[config.mk]
export PLATFORM = sky130hd
export DESIGN_NAME = shadow_set_map_regs_upper
export DESIGN_NICKNAME = d
export VERILOG_FILES = /design/src/verilog/shadow_map_field.v /design/src/verilog/shadow_map_highest.v /design/src/verilog/shadow_set_map_regs_upper.v
export VERILOG_INCLUDE_DIRS = /design/src /design/src/verilog
export SDC_FILE = /design/constraint.sdc
export NUM_CORES = 1
export LEC_CHECK = 0
export BUFFER_PORTS_ARGS = -buffer_cell sky130_fd_sc_hd__clkbuf_2
export CORE_MARGIN = 4
export CORE_UTILIZATION = 30
export CTS_BUF_LIST = sky130_fd_sc_hd__clkbuf_4
export CTS_CLUSTER_SIZE = 28
export DETAILED_ROUTE_END_ITERATION = 10
export GPL_TIMING_DRIVEN = 0
export PLACE_DENSITY = 0.47
export SLEW_MARGIN = 20
export SYNTH_ARGS = -nofsm -noshare
export SYNTH_HDL_FRONTEND = slang
export SYNTH_SLANG_ARGS = --single-unit
[constraint.sdc]
create_clock -name mclk -period 11.3 [get_ports mclk]
set_input_delay 1.13 -clock mclk [delete_from_list [all_inputs] [get_ports mclk]]
set_output_delay 1.13 -clock mclk [all_outputs]
set_load 0.05 [all_outputs]
[src/verilog/shadow_map_regs.vh]
`ifndef SHADOW_MAP_REGS_VH
`define SHADOW_MAP_REGS_VH

// System coprocessor address of the three registers
`define MAP_REG_NUM 5'h06
`define SEL_SETS_7_TO_9 3'h3
`define SEL_SETS_10_TO_12 3'h4
`define SEL_SETS_13_TO_15 3'h5

// Field layout
`define FLD_W 10
`define FLD_LO_LSB 0
`define FLD_MID_LSB 10
`define FLD_HI_LSB 20
`define RSVD_BIT 30
`define MFLAG_BIT 31
`define FIELDS_W 30
`define DATA_W 32

// Field encodings
`define FIELD_INVALID 10'h3FF
`define FIELD_RESET 10'h3FE

// Configuration of this core
`define NUM_VP 2
`define VP_W 1
`define NUM_THREAD 8
`define THREAD_W 3
`define NUM_UPPER 9
`define SS_W 4
`define FIRST_UPPER_SET 4'h7
`define LOWER_TOP_SET 4'h6

// Field kinds
`define KIND_NONE 2'b00
`define KIND_FIXED 2'b01
`define KIND_PROG 2'b10
// Kinds of sets 15 down to 7, two bits each; set 7 in the low bits
`define KIND_VEC 18'h01AAA
// Hard-wired values start above the thread-context count
`define HARD_MAP_BASE 10'h020

`endif

[src/verilog/shadow_map_field.v]
`timescale 1ns/100ps
`include "shadow_map_regs.vh"

module shadow_map_field #(
  parameter [1:0] KIND = `KIND_PROG,
  parameter [9:0] FIXED_VAL = `HARD_MAP_BASE
) (
  input wire mclk,
  input wire reset_n,
  input wire ce,
  input wire wr_en,
  input wire [9:0] wr_val,
  output wire [9:0] value,
  output wire valid
);

  reg [9:0] value_r;

  always @(posedge mclk or negedge reset_n)
  begin
    if (!reset_n)
      value_r <= `FIELD_RESET;
    else if (ce && wr_en && KIND == `KIND_PROG)
      value_r <= wr_val;
  end

  assign value = (KIND == `KIND_PROG) ? value_r :
                 (KIND == `KIND_FIXED) ? FIXED_VAL : `FIELD_INVALID;
  assign valid = (value < `FIELD_RESET);

endmodule

[src/verilog/shadow_map_highest.v]
`timescale 1ns/100ps
`include "shadow_map_regs.vh"

module shadow_map_highest (
  input wire [8:0] upper_valid,
  input wire [3:0] lower_highest,
  output reg [3:0] highest
);

  integer i;
  reg run;

  // count valid sets from set 7 up
  always @*
  begin
    highest = lower_highest;
    run = (lower_highest == `LOWER_TOP_SET);
    for (i = 0; i < `NUM_UPPER; i = i + 1)
    begin
      if (run && upper_valid[i])
        highest = highest + 4'h1;
      else
        run = 1'b0;
    end
  end

endmodule

[src/verilog/shadow_set_map_regs_upper.v]
`timescale 1ns/100ps
`include "shadow_map_regs.vh"

module shadow_set_map_regs_upper (
  input wire mclk,
  input wire reset_n,
  input wire ce,
  input wire [4:0] sc_reg_num,
  input wire [2:0] sc_reg_sel,
  input wire sc_wr_en,
  input wire sc_rd_en,
  input wire [31:0] sc_wdata,
  input wire [0:0] sc_vp,
  input wire [7:0] thread_vp_bind,
  input wire [7:0] lower_highest,
  input wire [0:0] steer_vp,
  input wire [3:0] current_shadow_select,
  output reg [31:0] sc_rdata_r,
  output reg [9:0] steer_map_r,
  output reg steer_valid_r,
  output reg [7:0] highest_shadow_select_r
);

  localparam NF = `NUM_VP * `NUM_UPPER;
  // absent sets only from the top down
  localparam [17:0] KINDS = `KIND_VEC;
  localparam [1:0] IDX_LO = 2'h0;
  localparam [1:0] IDX_MID = 2'h1;
  localparam [1:0] IDX_HI = 2'h2;
  localparam [1:0] IDX_NONE = 2'h3;

  wire [NF*`FLD_W-1:0] fields;
  wire [NF-1:0] valids;
  wire [`NUM_VP*`SS_W-1:0] highest_nxt;
  wire [`NUM_VP*`FIELDS_W-1:0] word_lo;
  wire [`NUM_VP*`FIELDS_W-1:0] word_mid;
  wire [`NUM_VP*`FIELDS_W-1:0] word_hi;

  // Register decode
  // Exact select compares keep the lower mapping words out
  wire num_hit;
  wire hit_lo;
  wire hit_mid;
  wire hit_hi;
  wire addr_hit;
  wire [2:0] reg_hit;
  reg [1:0] reg_idx;
  assign num_hit = (sc_reg_num == `MAP_REG_NUM);
  assign hit_lo = num_hit && (sc_reg_sel == `SEL_SETS_7_TO_9);
  assign hit_mid = num_hit && (sc_reg_sel == `SEL_SETS_10_TO_12);
  assign hit_hi = num_hit && (sc_reg_sel == `SEL_SETS_13_TO_15);
  assign addr_hit = hit_lo || hit_mid || hit_hi;
  assign reg_hit = {hit_hi, hit_mid, hit_lo};

  always @*
  begin
    reg_idx = IDX_NONE;
    if (hit_lo)
      reg_idx = IDX_LO;
    else if (hit_mid)
      reg_idx = IDX_MID;
    else if (hit_hi)
      reg_idx = IDX_HI;
  end

  // Presence of next register derived from the field kinds
  wire [2:0] present;
  wire flag_2;
  wire flag_3;
  genvar k;
  generate
    for (k = 0; k < 3; k = k + 1)
    begin : g_pres
      assign present[k] = (KINDS[6*k+1:6*k] != `KIND_NONE) &&
                          (KINDS[6*k+3:6*k+2] != `KIND_NONE) &&
                          (KINDS[6*k+5:6*k+4] != `KIND_NONE);
    end
  endgenerate
  assign flag_2 = present[0];
  assign flag_3 = present[1] & flag_2;

  // thread context bound to writer
  // A whole word is refused, so no field half-lands
  // Values past the thread count are stored as written
  wire [2:0] field_ok;
  genvar t;
  generate
    for (t = 0; t < 3; t = t + 1)
    begin : g_chk
      wire [`FLD_W-1:0] wv;
      wire [`THREAD_W-1:0] thr;
      wire names_thread;
      assign wv = sc_wdata[t*`FLD_W +: `FLD_W];
      assign thr = wv[`THREAD_W-1:0];
      assign names_thread = (wv < `NUM_THREAD);
      assign field_ok[t] = !names_thread ||
                           (thread_vp_bind[thr] == sc_vp[0]);
    end
  endgenerate

  // Refused or foreign writes leave every field untouched
  wire wr_any;
  assign wr_any = sc_wr_en && addr_hit && (&field_ok);

  // one field set per virtual processor
  genvar v;
  genvar g;
  generate
    for (v = 0; v < `NUM_VP; v = v + 1)
    begin : g_vp
      wire wr_here;
      assign wr_here = wr_any && (sc_vp == v);
      for (g = 0; g < `NUM_UPPER; g = g + 1)
      begin : g_set
        localparam [9:0] SET_OFS = g;
        // field position g mod 3
        // Hard-wired and absent fields drop writes inside
        shadow_map_field #(
          .KIND(KINDS[2*g+1:2*g]),
          .FIXED_VAL(`HARD_MAP_BASE + SET_OFS)
        ) u_field (
          .mclk(mclk),
          .reset_n(reset_n),
          .ce(ce),
          .wr_en(wr_here && reg_hit[g/3]),
          .wr_val(sc_wdata[(g%3)*`FLD_W +: `FLD_W]),
          .value(fields[(v*`NUM_UPPER+g)*`FLD_W +: `FLD_W]),
          .valid(valids[v*`NUM_UPPER+g])
        );
      end
      // highest select per processor: lower sets, plus the unbroken run of valid sets from set 7 when the lower sets reach set 6
      shadow_map_highest u_high (
        .upper_valid(valids[v*`NUM_UPPER +: `NUM_UPPER]),
        .lower_highest(lower_highest[v*`SS_W +: `SS_W]),
        .highest(highest_nxt[v*`SS_W +: `SS_W])
      );
    end
  endgenerate

  // Words as software sees them, per virtual processor
  genvar w;
  generate
    for (w = 0; w < `NUM_VP; w = w + 1)
    begin : g_word
      assign word_lo[w*`FIELDS_W +: `FIELDS_W] =
        fields[w*`NUM_UPPER*`FLD_W +: `FIELDS_W];
      assign word_mid[w*`FIELDS_W +: `FIELDS_W] =
        fields[(w*`NUM_UPPER*`FLD_W)+`FIELDS_W +: `FIELDS_W];
      assign word_hi[w*`FIELDS_W +: `FIELDS_W] =
        fields[(w*`NUM_UPPER*`FLD_W)+2*`FIELDS_W +: `FIELDS_W];
    end
  endgenerate

  // Read composition
  reg [`FIELDS_W-1:0] rd_fields;
  reg rd_flag;
  reg [31:0] rd_nxt;
  integer rbase;
  always @*
  begin
    rbase = sc_vp * `FIELDS_W;
    rd_fields = {`FIELDS_W{1'b0}};
    rd_flag = 1'b0;
    rd_nxt = 32'h00000000;
    case (reg_idx)
      IDX_LO:
      begin
        rd_fields = word_lo[rbase +: `FIELDS_W];
        rd_flag = flag_2;
      end
      IDX_MID:
      begin
        rd_fields = word_mid[rbase +: `FIELDS_W];
        rd_flag = flag_3;
      end
      IDX_HI:
      begin
        rd_fields = word_hi[rbase +: `FIELDS_W];
        rd_flag = 1'b0;
      end
      default:
      begin
        rd_fields = {`FIELDS_W{1'b0}};
        rd_flag = 1'b0;
      end
    endcase
    // Unmapped selects read as zero
    if (addr_hit)
    begin
      rd_nxt[`FIELDS_W-1:0] = rd_fields;
      rd_nxt[`RSVD_BIT] = 1'b0;
      rd_nxt[`MFLAG_BIT] = rd_flag;
    end
  end

  // Steering lookup for the current shadow select
  reg [`NUM_UPPER*`FLD_W-1:0] st_fields;
  reg [`NUM_UPPER-1:0] st_valids;
  reg [9:0] st_nxt;
  reg st_val_nxt;
  always @*
  begin
    st_fields = fields[steer_vp*`NUM_UPPER*`FLD_W +: `NUM_UPPER*`FLD_W];
    st_valids = valids[steer_vp*`NUM_UPPER +: `NUM_UPPER];
    st_nxt = `FIELD_INVALID;
    st_val_nxt = 1'b0;
    // selects below set 7 are not ours
    case (current_shadow_select)
      4'h7:
      begin
        st_nxt = st_fields[0*`FLD_W +: `FLD_W];
        st_val_nxt = st_valids[0];
      end
      4'h8:
      begin
        st_nxt = st_fields[1*`FLD_W +: `FLD_W];
        st_val_nxt = st_valids[1];
      end
      4'h9:
      begin
        st_nxt = st_fields[2*`FLD_W +: `FLD_W];
        st_val_nxt = st_valids[2];
      end
      4'hA:
      begin
        st_nxt = st_fields[3*`FLD_W +: `FLD_W];
        st_val_nxt = st_valids[3];
      end
      4'hB:
      begin
        st_nxt = st_fields[4*`FLD_W +: `FLD_W];
        st_val_nxt = st_valids[4];
      end
      4'hC:
      begin
        st_nxt = st_fields[5*`FLD_W +: `FLD_W];
        st_val_nxt = st_valids[5];
      end
      4'hD:
      begin
        st_nxt = st_fields[6*`FLD_W +: `FLD_W];
        st_val_nxt = st_valids[6];
      end
      4'hE:
      begin
        st_nxt = st_fields[7*`FLD_W +: `FLD_W];
        st_val_nxt = st_valids[7];
      end
      4'hF:
      begin
        st_nxt = st_fields[8*`FLD_W +: `FLD_W];
        st_val_nxt = st_valids[8];
      end
      default:
      begin
        st_nxt = `FIELD_INVALID;
        st_val_nxt = 1'b0;
      end
    endcase
  end

  // Read data holds until the next read
  always @(posedge mclk or negedge reset_n)
  begin
    if (!reset_n)
      sc_rdata_r <= 32'h00000000;
    else if (ce && sc_rd_en)
      sc_rdata_r <= rd_nxt;
  end

  // Reset shows no mapping until the first enabled edge
  always @(posedge mclk or negedge reset_n)
  begin
    if (!reset_n)
      steer_map_r <= `FIELD_INVALID;
    else if (ce)
      steer_map_r <= st_nxt;
  end

  // valid only below the two invalid codes
  always @(posedge mclk or negedge reset_n)
  begin
    if (!reset_n)
      steer_valid_r <= 1'b0;
    else if (ce)
      steer_valid_r <= st_val_nxt;
  end

  // highest select follows fields
  // One edge of lag after a field or lower value change
  always @(posedge mclk or negedge reset_n)
  begin
    if (!reset_n)
      highest_shadow_select_r <= 8'h00;
    else if (ce)
      highest_shadow_select_r <= highest_nxt;
  end

endmodule

==> results of run 1 <==
==> power by group <==
| group | internal [mW] | switching [mW] |
|---|---|---|
| combinational | 0.0627 | 0.127 |
| clock | 0.167 | 0.238 |
| sequential | 0.626 | 0.0117 |
==> metrics by stage <==
stage	instance area [um^2]	setup WS [ns]	power (mW)	std cells	hold slack, ns
after floorplan	10600	5.92	0.756	1066	0.491
after global placement	11700	5.35	0.832	1632	0.486
after detailed placement	11800	5.35	0.836	1635	0.492
after CTS	12100	6.03	1.24	1667	0.484
after global routing	12100	5.67	1.28	1669	0.489
final	12100	5.93	1.23	1669	0.489
==> logic make-up after synthesis <==
logic type | synth area share
and+or+nand+nor | 0.132
DFF | 0.416
adders and majority gates | 0.0225
AOI/OAI and AO/OA | 0.178
xor gates and xnor gates | 0.0220
buffers and inverters | 0.0357
muxes | 0.193
other | 0.000354
==> path summary, 6_finish.rpt <==
check	startpoint	end	cells past startpoint
min in group mclk	sc_rdata_r[31]	sc_rdata_r[31]	2
worst max-delay path	g_vp[1].g_set[0].u_field.value[6]	highest_shadow_select_r[6]	21
worst min-delay path	reset_n	sc_rdata_r[17]	2
max in group asynchronous	reset_n	g_vp[1].g_set[0].u_field.value[2]	3
worst min register to register	sc_rdata_r[31]	sc_rdata_r[31]	2
worst max register to register	g_vp[1].g_set[0].u_field.value[6]	highest_shadow_select_r[6]	21
==> metal layers <==
layer,vias to the layer above,track usage,wire [um]
li1,4238,-,-
met1,4777,0.307,19300
met2,424,0.346,19800
met3,76,0.0582,3450
met4,2,0.0569,1050
met5,-,0.00766,42
==> flip-flops by register name, indices dropped and copies added, names as in the netlist <==
register / flops
steer_valid_r: 1
steer_map_r: 10
g_vp.g_set.u_field.value: 120
sc_rdata_r: 31
highest_shadow_select_r: 8
==> Yosys cell counts (3+ instances only) <==
cell and n:
dfrtp_1 52, nand4_1 15, o22ai_1 11, nand2b_1 3, nor3_2 3, mux2i_1 25, mux2_2 145, o21ai_0 63
and2_1 6, or3_1 5, nand3_1 21, nor2_1 58, o32a_1 7, xnor2_1 17, nor3b_1 3, o21a_1 5
dfstp_2 118, nand2_1 115, a21boi_0 4, clkbuf_1 59, ha_1 19, a31oi_1 10, a221o_1 3, a221oi_1 7
xor2_1 7, mux4_2 6, nor3_1 18, a222oi_1 15, a22o_1 36, o31ai_1 5, or4_1 3, a211oi_1 3
o311ai_1 3, inv_1 16, buf_1 11, a21oi_1 97, nor4_1 12, and3_1 10, nor2b_1 4
==> layout make-up <==
type	instances	area, um^2	area share
antenna	2	5.00	0.000413
clock inverter	10	144	0.0119
tap	455	569	0.0470
timing repair buffer	114	627	0.0517
sequential	170	4400	0.363
clock buffer	22	165	0.0136
multi-input combinational	803	5830	0.481
inverter	19	71.3	0.00588
buffer	74	307	0.0253
==> qor.csv, run 1 <==
stage,metric,value,unit
layout,n_fill_cell,3603,
layout,drive_gt1_frac,0.360,
yosys,yosys.area.top_type_share,0.293,
sta,drv_slew,0,
route,first_pass_iters,7,
critical_path,crit_arrival,5.92,ns
place,port-buffer-count,111,
floorplanning,io_pins,118,
critical_path,path_cells,"nand4_1, o31ai_1, clkbuf_1, and2_1, o21bai_1, ha_1, nor2_1, a21oi_1, a21oi_1, xnor2_1, mux2_2, mux2_2, ha_1, mux2_2, ha_1, o21a_1, ha_1, xnor2_1, nor2_1, xnor2_1, mux2_2",
yosys,synth_area,0.0106,mm^2
yosys,synth.ff_latch_count,170,
sta,finalCritPeriodShare,0.476,
clock_network,cts_tree,built,
sta,grt_setup_unrepaired,no,
floorplanning,start_util,0.305,
power_and_ir_drop,power_density,102,mW/mm^2
floorplanning,rows,68,
yosys,yosys_warnings,0,
place,post-dp-hpwl,33400,um
critical_path,required,11.85,ns
sta,relSlewSlack,0.284,
route,drc,0,
critical_path,path_buf_inv,1,
sta,tightestPinTransition,1.07,ns
route,vias,9517,
critical_path,crit_fanout,10,
clock_network,clock_latency,0.64,ns
yosys,synthCells,1066,
route,wl_per_cell,26.2,um
route,vias_per_cell,5.70,
critical_path,crit_slowest_cell,dfstp_2,
power_and_ir_drop,p_leak,4.72,nW
route,routed_wl,43600,um
yosys,syn-num-nets,1152,
layout,layout_commonest_cell,mux2_2,
sta,period_needed,5.37,ns
clock_network,cts.clk_slew.worst_paths,0.15,ns
place,gp_routability_congestion,0.970,
sta,fmax,0.186,GHz
critical_path,critPathMaxStageDelay,0.61,ns
route,drt_iter0_markers,1056,
yosys,synthArstFlopShare,1.00,
yosys,synth-seq-area-share,0.416,
global_routing,antenna_found_initial,1,
hold_path,hold_class,in -> async,
global_routing,grt_pass1_vias,9138,
critical_path,critPathLaunchType,register,
power_and_ir_drop,irDropWorstVdd,0.0543,mV
floorplanning,dieArea,0.0384,mm^2
clock_network,numClockSinks,170,
layout,area_delta_synth_final,14.5,%
yosys,synth.distinct_cells,76,
yosys,avgSynthCellArea,9.93,um^2
layout,mostFrequentLayoutCells,"mux2_2, dfstp_2, nand2_1",
clock_network,htree_levels,4,
clock_network,max-clock-path-buffers,2,
route,ant_nets,0,
critical_path,reg2reg_slack,5.93,ns
global_routing,gr-total-overflow,0,
yosys,yosys_most_used_dff,dfstp_2,
sta,setup-tns-final,0,ns
floorplanning,die_x,196,um
sta,setup-violations-final,0,
sta,finalHoldViolCount,0,
global_routing,grt_max_degree,87,
clock_network,postCtsSetupBuffers,0,
floorplanning,die_h,196,um
layout,nets,1285,
yosys,synth_top_area_cell,dfstp_2,
clock_network,cts.hold.buffers_added,0,
global_routing,grt_pass1_wl,63200,um
sta,fin_worst_skew,0.0284,ns
yosys,synth_area_leaders,"dfstp_2, mux2_2, dfrtp_1",
clock_network,cts_resized,0,
yosys,synth_enable_flop_cells,0,
clock_network,clockRootBuffer,clkbuf_4,
layout,final_util,0.349,
critical_path,worst-setup-path-type,reg -> reg,
outcome,status,"finished, final reports clean",
floorplanning,core_area,0.0347,mm^2
clock_network,cts_buffers,17,
critical_path,path_delay_family,multiplexers,
flow_run,drv_cap,0,
critical_path,crit_path_end_kind,register,
global_routing,track_usage,0.222,
Power figures use the tool's default switching activity.
==> run 2: changes to the inputs <==
clock period = 5.02 ns   (was 11.3 ns; I/O delays follow)
==> qor.csv, run 2 (same netlist as run 1, synthesis figures left out) <==
stage,metric,value,unit
route,drt_iter0_markers,968,
clock_network,cts_buffers,17,
sta,fmax,0.208,GHz
layout,mostFrequentLayoutCells,"mux2_2, dfstp_2, nand2_1",
power_and_ir_drop,p_comb_frac,0.155,
critical_path,required,5.57,ns
clock_network,cts_tree,built,
layout,largest_register_ffs,120,
layout,layout_commonest_cell,mux2_2,
sta,period_needed,4.81,ns
sta,fin_worst_skew,0.0283,ns
layout,drive_gt1_frac,0.370,
route,routed_wl,43700,um
layout,area_delta_synth_final,15.6,%
sta,relSlewSlack,0.297,
sta,finalHoldViolCount,0,
power_and_ir_drop,clockPowerShare,0.327,
global_routing,use_met1,0.307,
power_and_ir_drop,p_total,2.78,mW
global_routing,gr-total-overflow,0,
clock_network,clockRootBuffer,clkbuf_4,
power_and_ir_drop,intPower,1.93,mW
route,drc,0,
clock_network,clock_latency,0.64,ns
layout,multi_input_area,0.00587,mm^2
layout,final_util,0.352,
flow_run,drv_cap,0,
power_and_ir_drop,irDropWorstVdd,0.126,mV
critical_path,crit_path_end_kind,register,
floorplanning,dieArea,0.0384,mm^2
route,vias_per_cell,5.65,
critical_path,crit_fanout,4,
critical_path,crit_arrival,5.36,ns
clock_network,numClockSinks,170,
route,vias,9483,
layout,nets,1294,
place,gp_routability_congestion,0.970,
sta,tightestPinTransition,1.05,ns
clock_network,htree_levels,4,
power_and_ir_drop,swShare,0.305,
clock_network,cts.clk_slew.worst_paths,0.16,ns
global_routing,antenna_found_initial,1,
power_and_ir_drop,p_leak,4.79,nW
floorplanning,core_area,0.0347,mm^2
global_routing,grt_pass1_vias,9127,
place,post-dp-hpwl,33400,um
global_routing,met3_usage,0.0582,
floorplanning,start_util,0.305,
hold_path,hold_class,in -> reg,
sta,finalCritPeriodShare,0.958,
route,ant_nets,0,
route,first_pass_iters,9,
place,port-buffer-count,111,
critical_path,critPathLaunchType,register,
floorplanning,die_x,196,um
floorplanning,die_h,196,um
layout,design_area,0.0122,mm^2
sta,setup-violations-final,0,
layout,regArea,0.00440,mm^2
global_routing,use_met2,0.346,
global_routing,grt_busiest_layer,met2,
route,wl_per_cell,26.0,um
layout,n_fill_cell,3600,
power_and_ir_drop,switching_power,0.847,mW
power_and_ir_drop,p_seq_frac,0.517,
outcome,status,"finished, final reports clean",
sta,drv_slew,0,
global_routing,grt_pass1_wl,63200,um
sta,holdWs,0.131,ns
floorplanning,io_pins,118,
global_routing,track_usage,0.222,
critical_path,worst-setup-path-type,reg -> reg,
global_routing,grt_max_degree,87,
power_and_ir_drop,power_density,227,mW/mm^2
floorplanning,rows,68,
place,dpl_cell_area,0.0118,mm^2
clock_network,max-clock-path-buffers,2,
run 2: cell types whose count changed in the layout (fill, tap and decap cells not counted), sizes merged:
cell         previous run  this run
dlygate4sd3             0         1
diode                   2         1
buf                    17        27
clkbuf                193       191
run 2: critical path, stage by stage (launching register included):
cell,delay (ns)
dfstp_2,0.60
nand4_1,0.25
o31ai_2,0.31
buf_4,0.18
and2_4,0.15
o21bai_1,0.10
ha_1,0.25
nor2_1,0.10
a21oi_1,0.05
a21oi_2,0.17
xnor2_1,0.07
mux2_2,0.28
mux2_2,0.28
ha_1,0.32
mux2_2,0.28
ha_1,0.31
o21a_1,0.19
ha_1,0.20
xnor2_1,0.14
nor2_1,0.06
xnor2_1,0.14
mux2_2,0.26
run 2: path summary, 6_finish.rpt:
check / end / slack [ns] / cells after the start / start
setup / recovery: highest_shadow_select_r[6] / 0.21 / 21 / g_vp[1].g_set[0].u_field.value[8]
hold / removal: g_vp[1].g_set[4].u_field.value[5] / 0.13 / 3 / sc_wdata[15]
setup reg to reg: highest_shadow_select_r[6] / 0.21 / 21 / g_vp[1].g_set[0].u_field.value[8]
hold reg to reg: sc_rdata_r[31] / 0.51 / 2 / sc_rdata_r[31]
max in group asynchronous: steer_map_r[6] / 3.77 / 4 / reset_n
min in group asynchronous: sc_rdata_r[17] / 0.42 / 3 / reset_n
run 2: repair_timing:
item,4_1_cts,5_1_grt
gates resized for setup,4,8
pin swaps,1,5
hold endpoints to repair,35,0
setup buffers,0,9
setup endpoints to repair,3,5
hold buffers,1,0
run 2: routing by layer:
layer	part of all wire	wire length [um]
met3	0.077	3370
met1	0.44	19300
met2	0.46	20000
met4	0.022	948
met5	0	0
run 2: cell type report:
type | instances | share of cell area
Inverter | 19 | 0.00583
Clock inverter | 10 | 0.0118
Tap cell | 455 | 0.0465
Sequential cell | 170 | 0.360
Clock buffer | 22 | 0.0135
Buffer | 73 | 0.0252
Antenna cell | 1 | 0.000205
Timing Repair Buffer | 124 | 0.0576
Multi-Input combinational cell | 803 | 0.480
run 2: metrics by stage:
step | instances | setup WS (ns) | setup TNS (ns)
6_report | 1677 | 0.210 | 0
5_1_grt | 1677 | -0.0250 | -0.0250
4_1_cts | 1668 | 0.0000830 | 0
3_5_place_dp | 1635 | -0.298 | -0.606
3_3_place_gp | 1632 | -0.305 | -0.636
2_1_floorplan | 1066 | 0.267 | 0
run 2: power by group through the flow:
stage	logic, mW	registers (mW)	clock network [mW]
2_1_floorplan	0.193	1.51	0
3_3_place_gp	0.418	1.46	0
3_5_place_dp	0.426	1.46	0
4_1_cts	0.428	1.44	0.936
5_1_grt	0.467	1.44	0.989
6_report	0.431	1.44	0.909
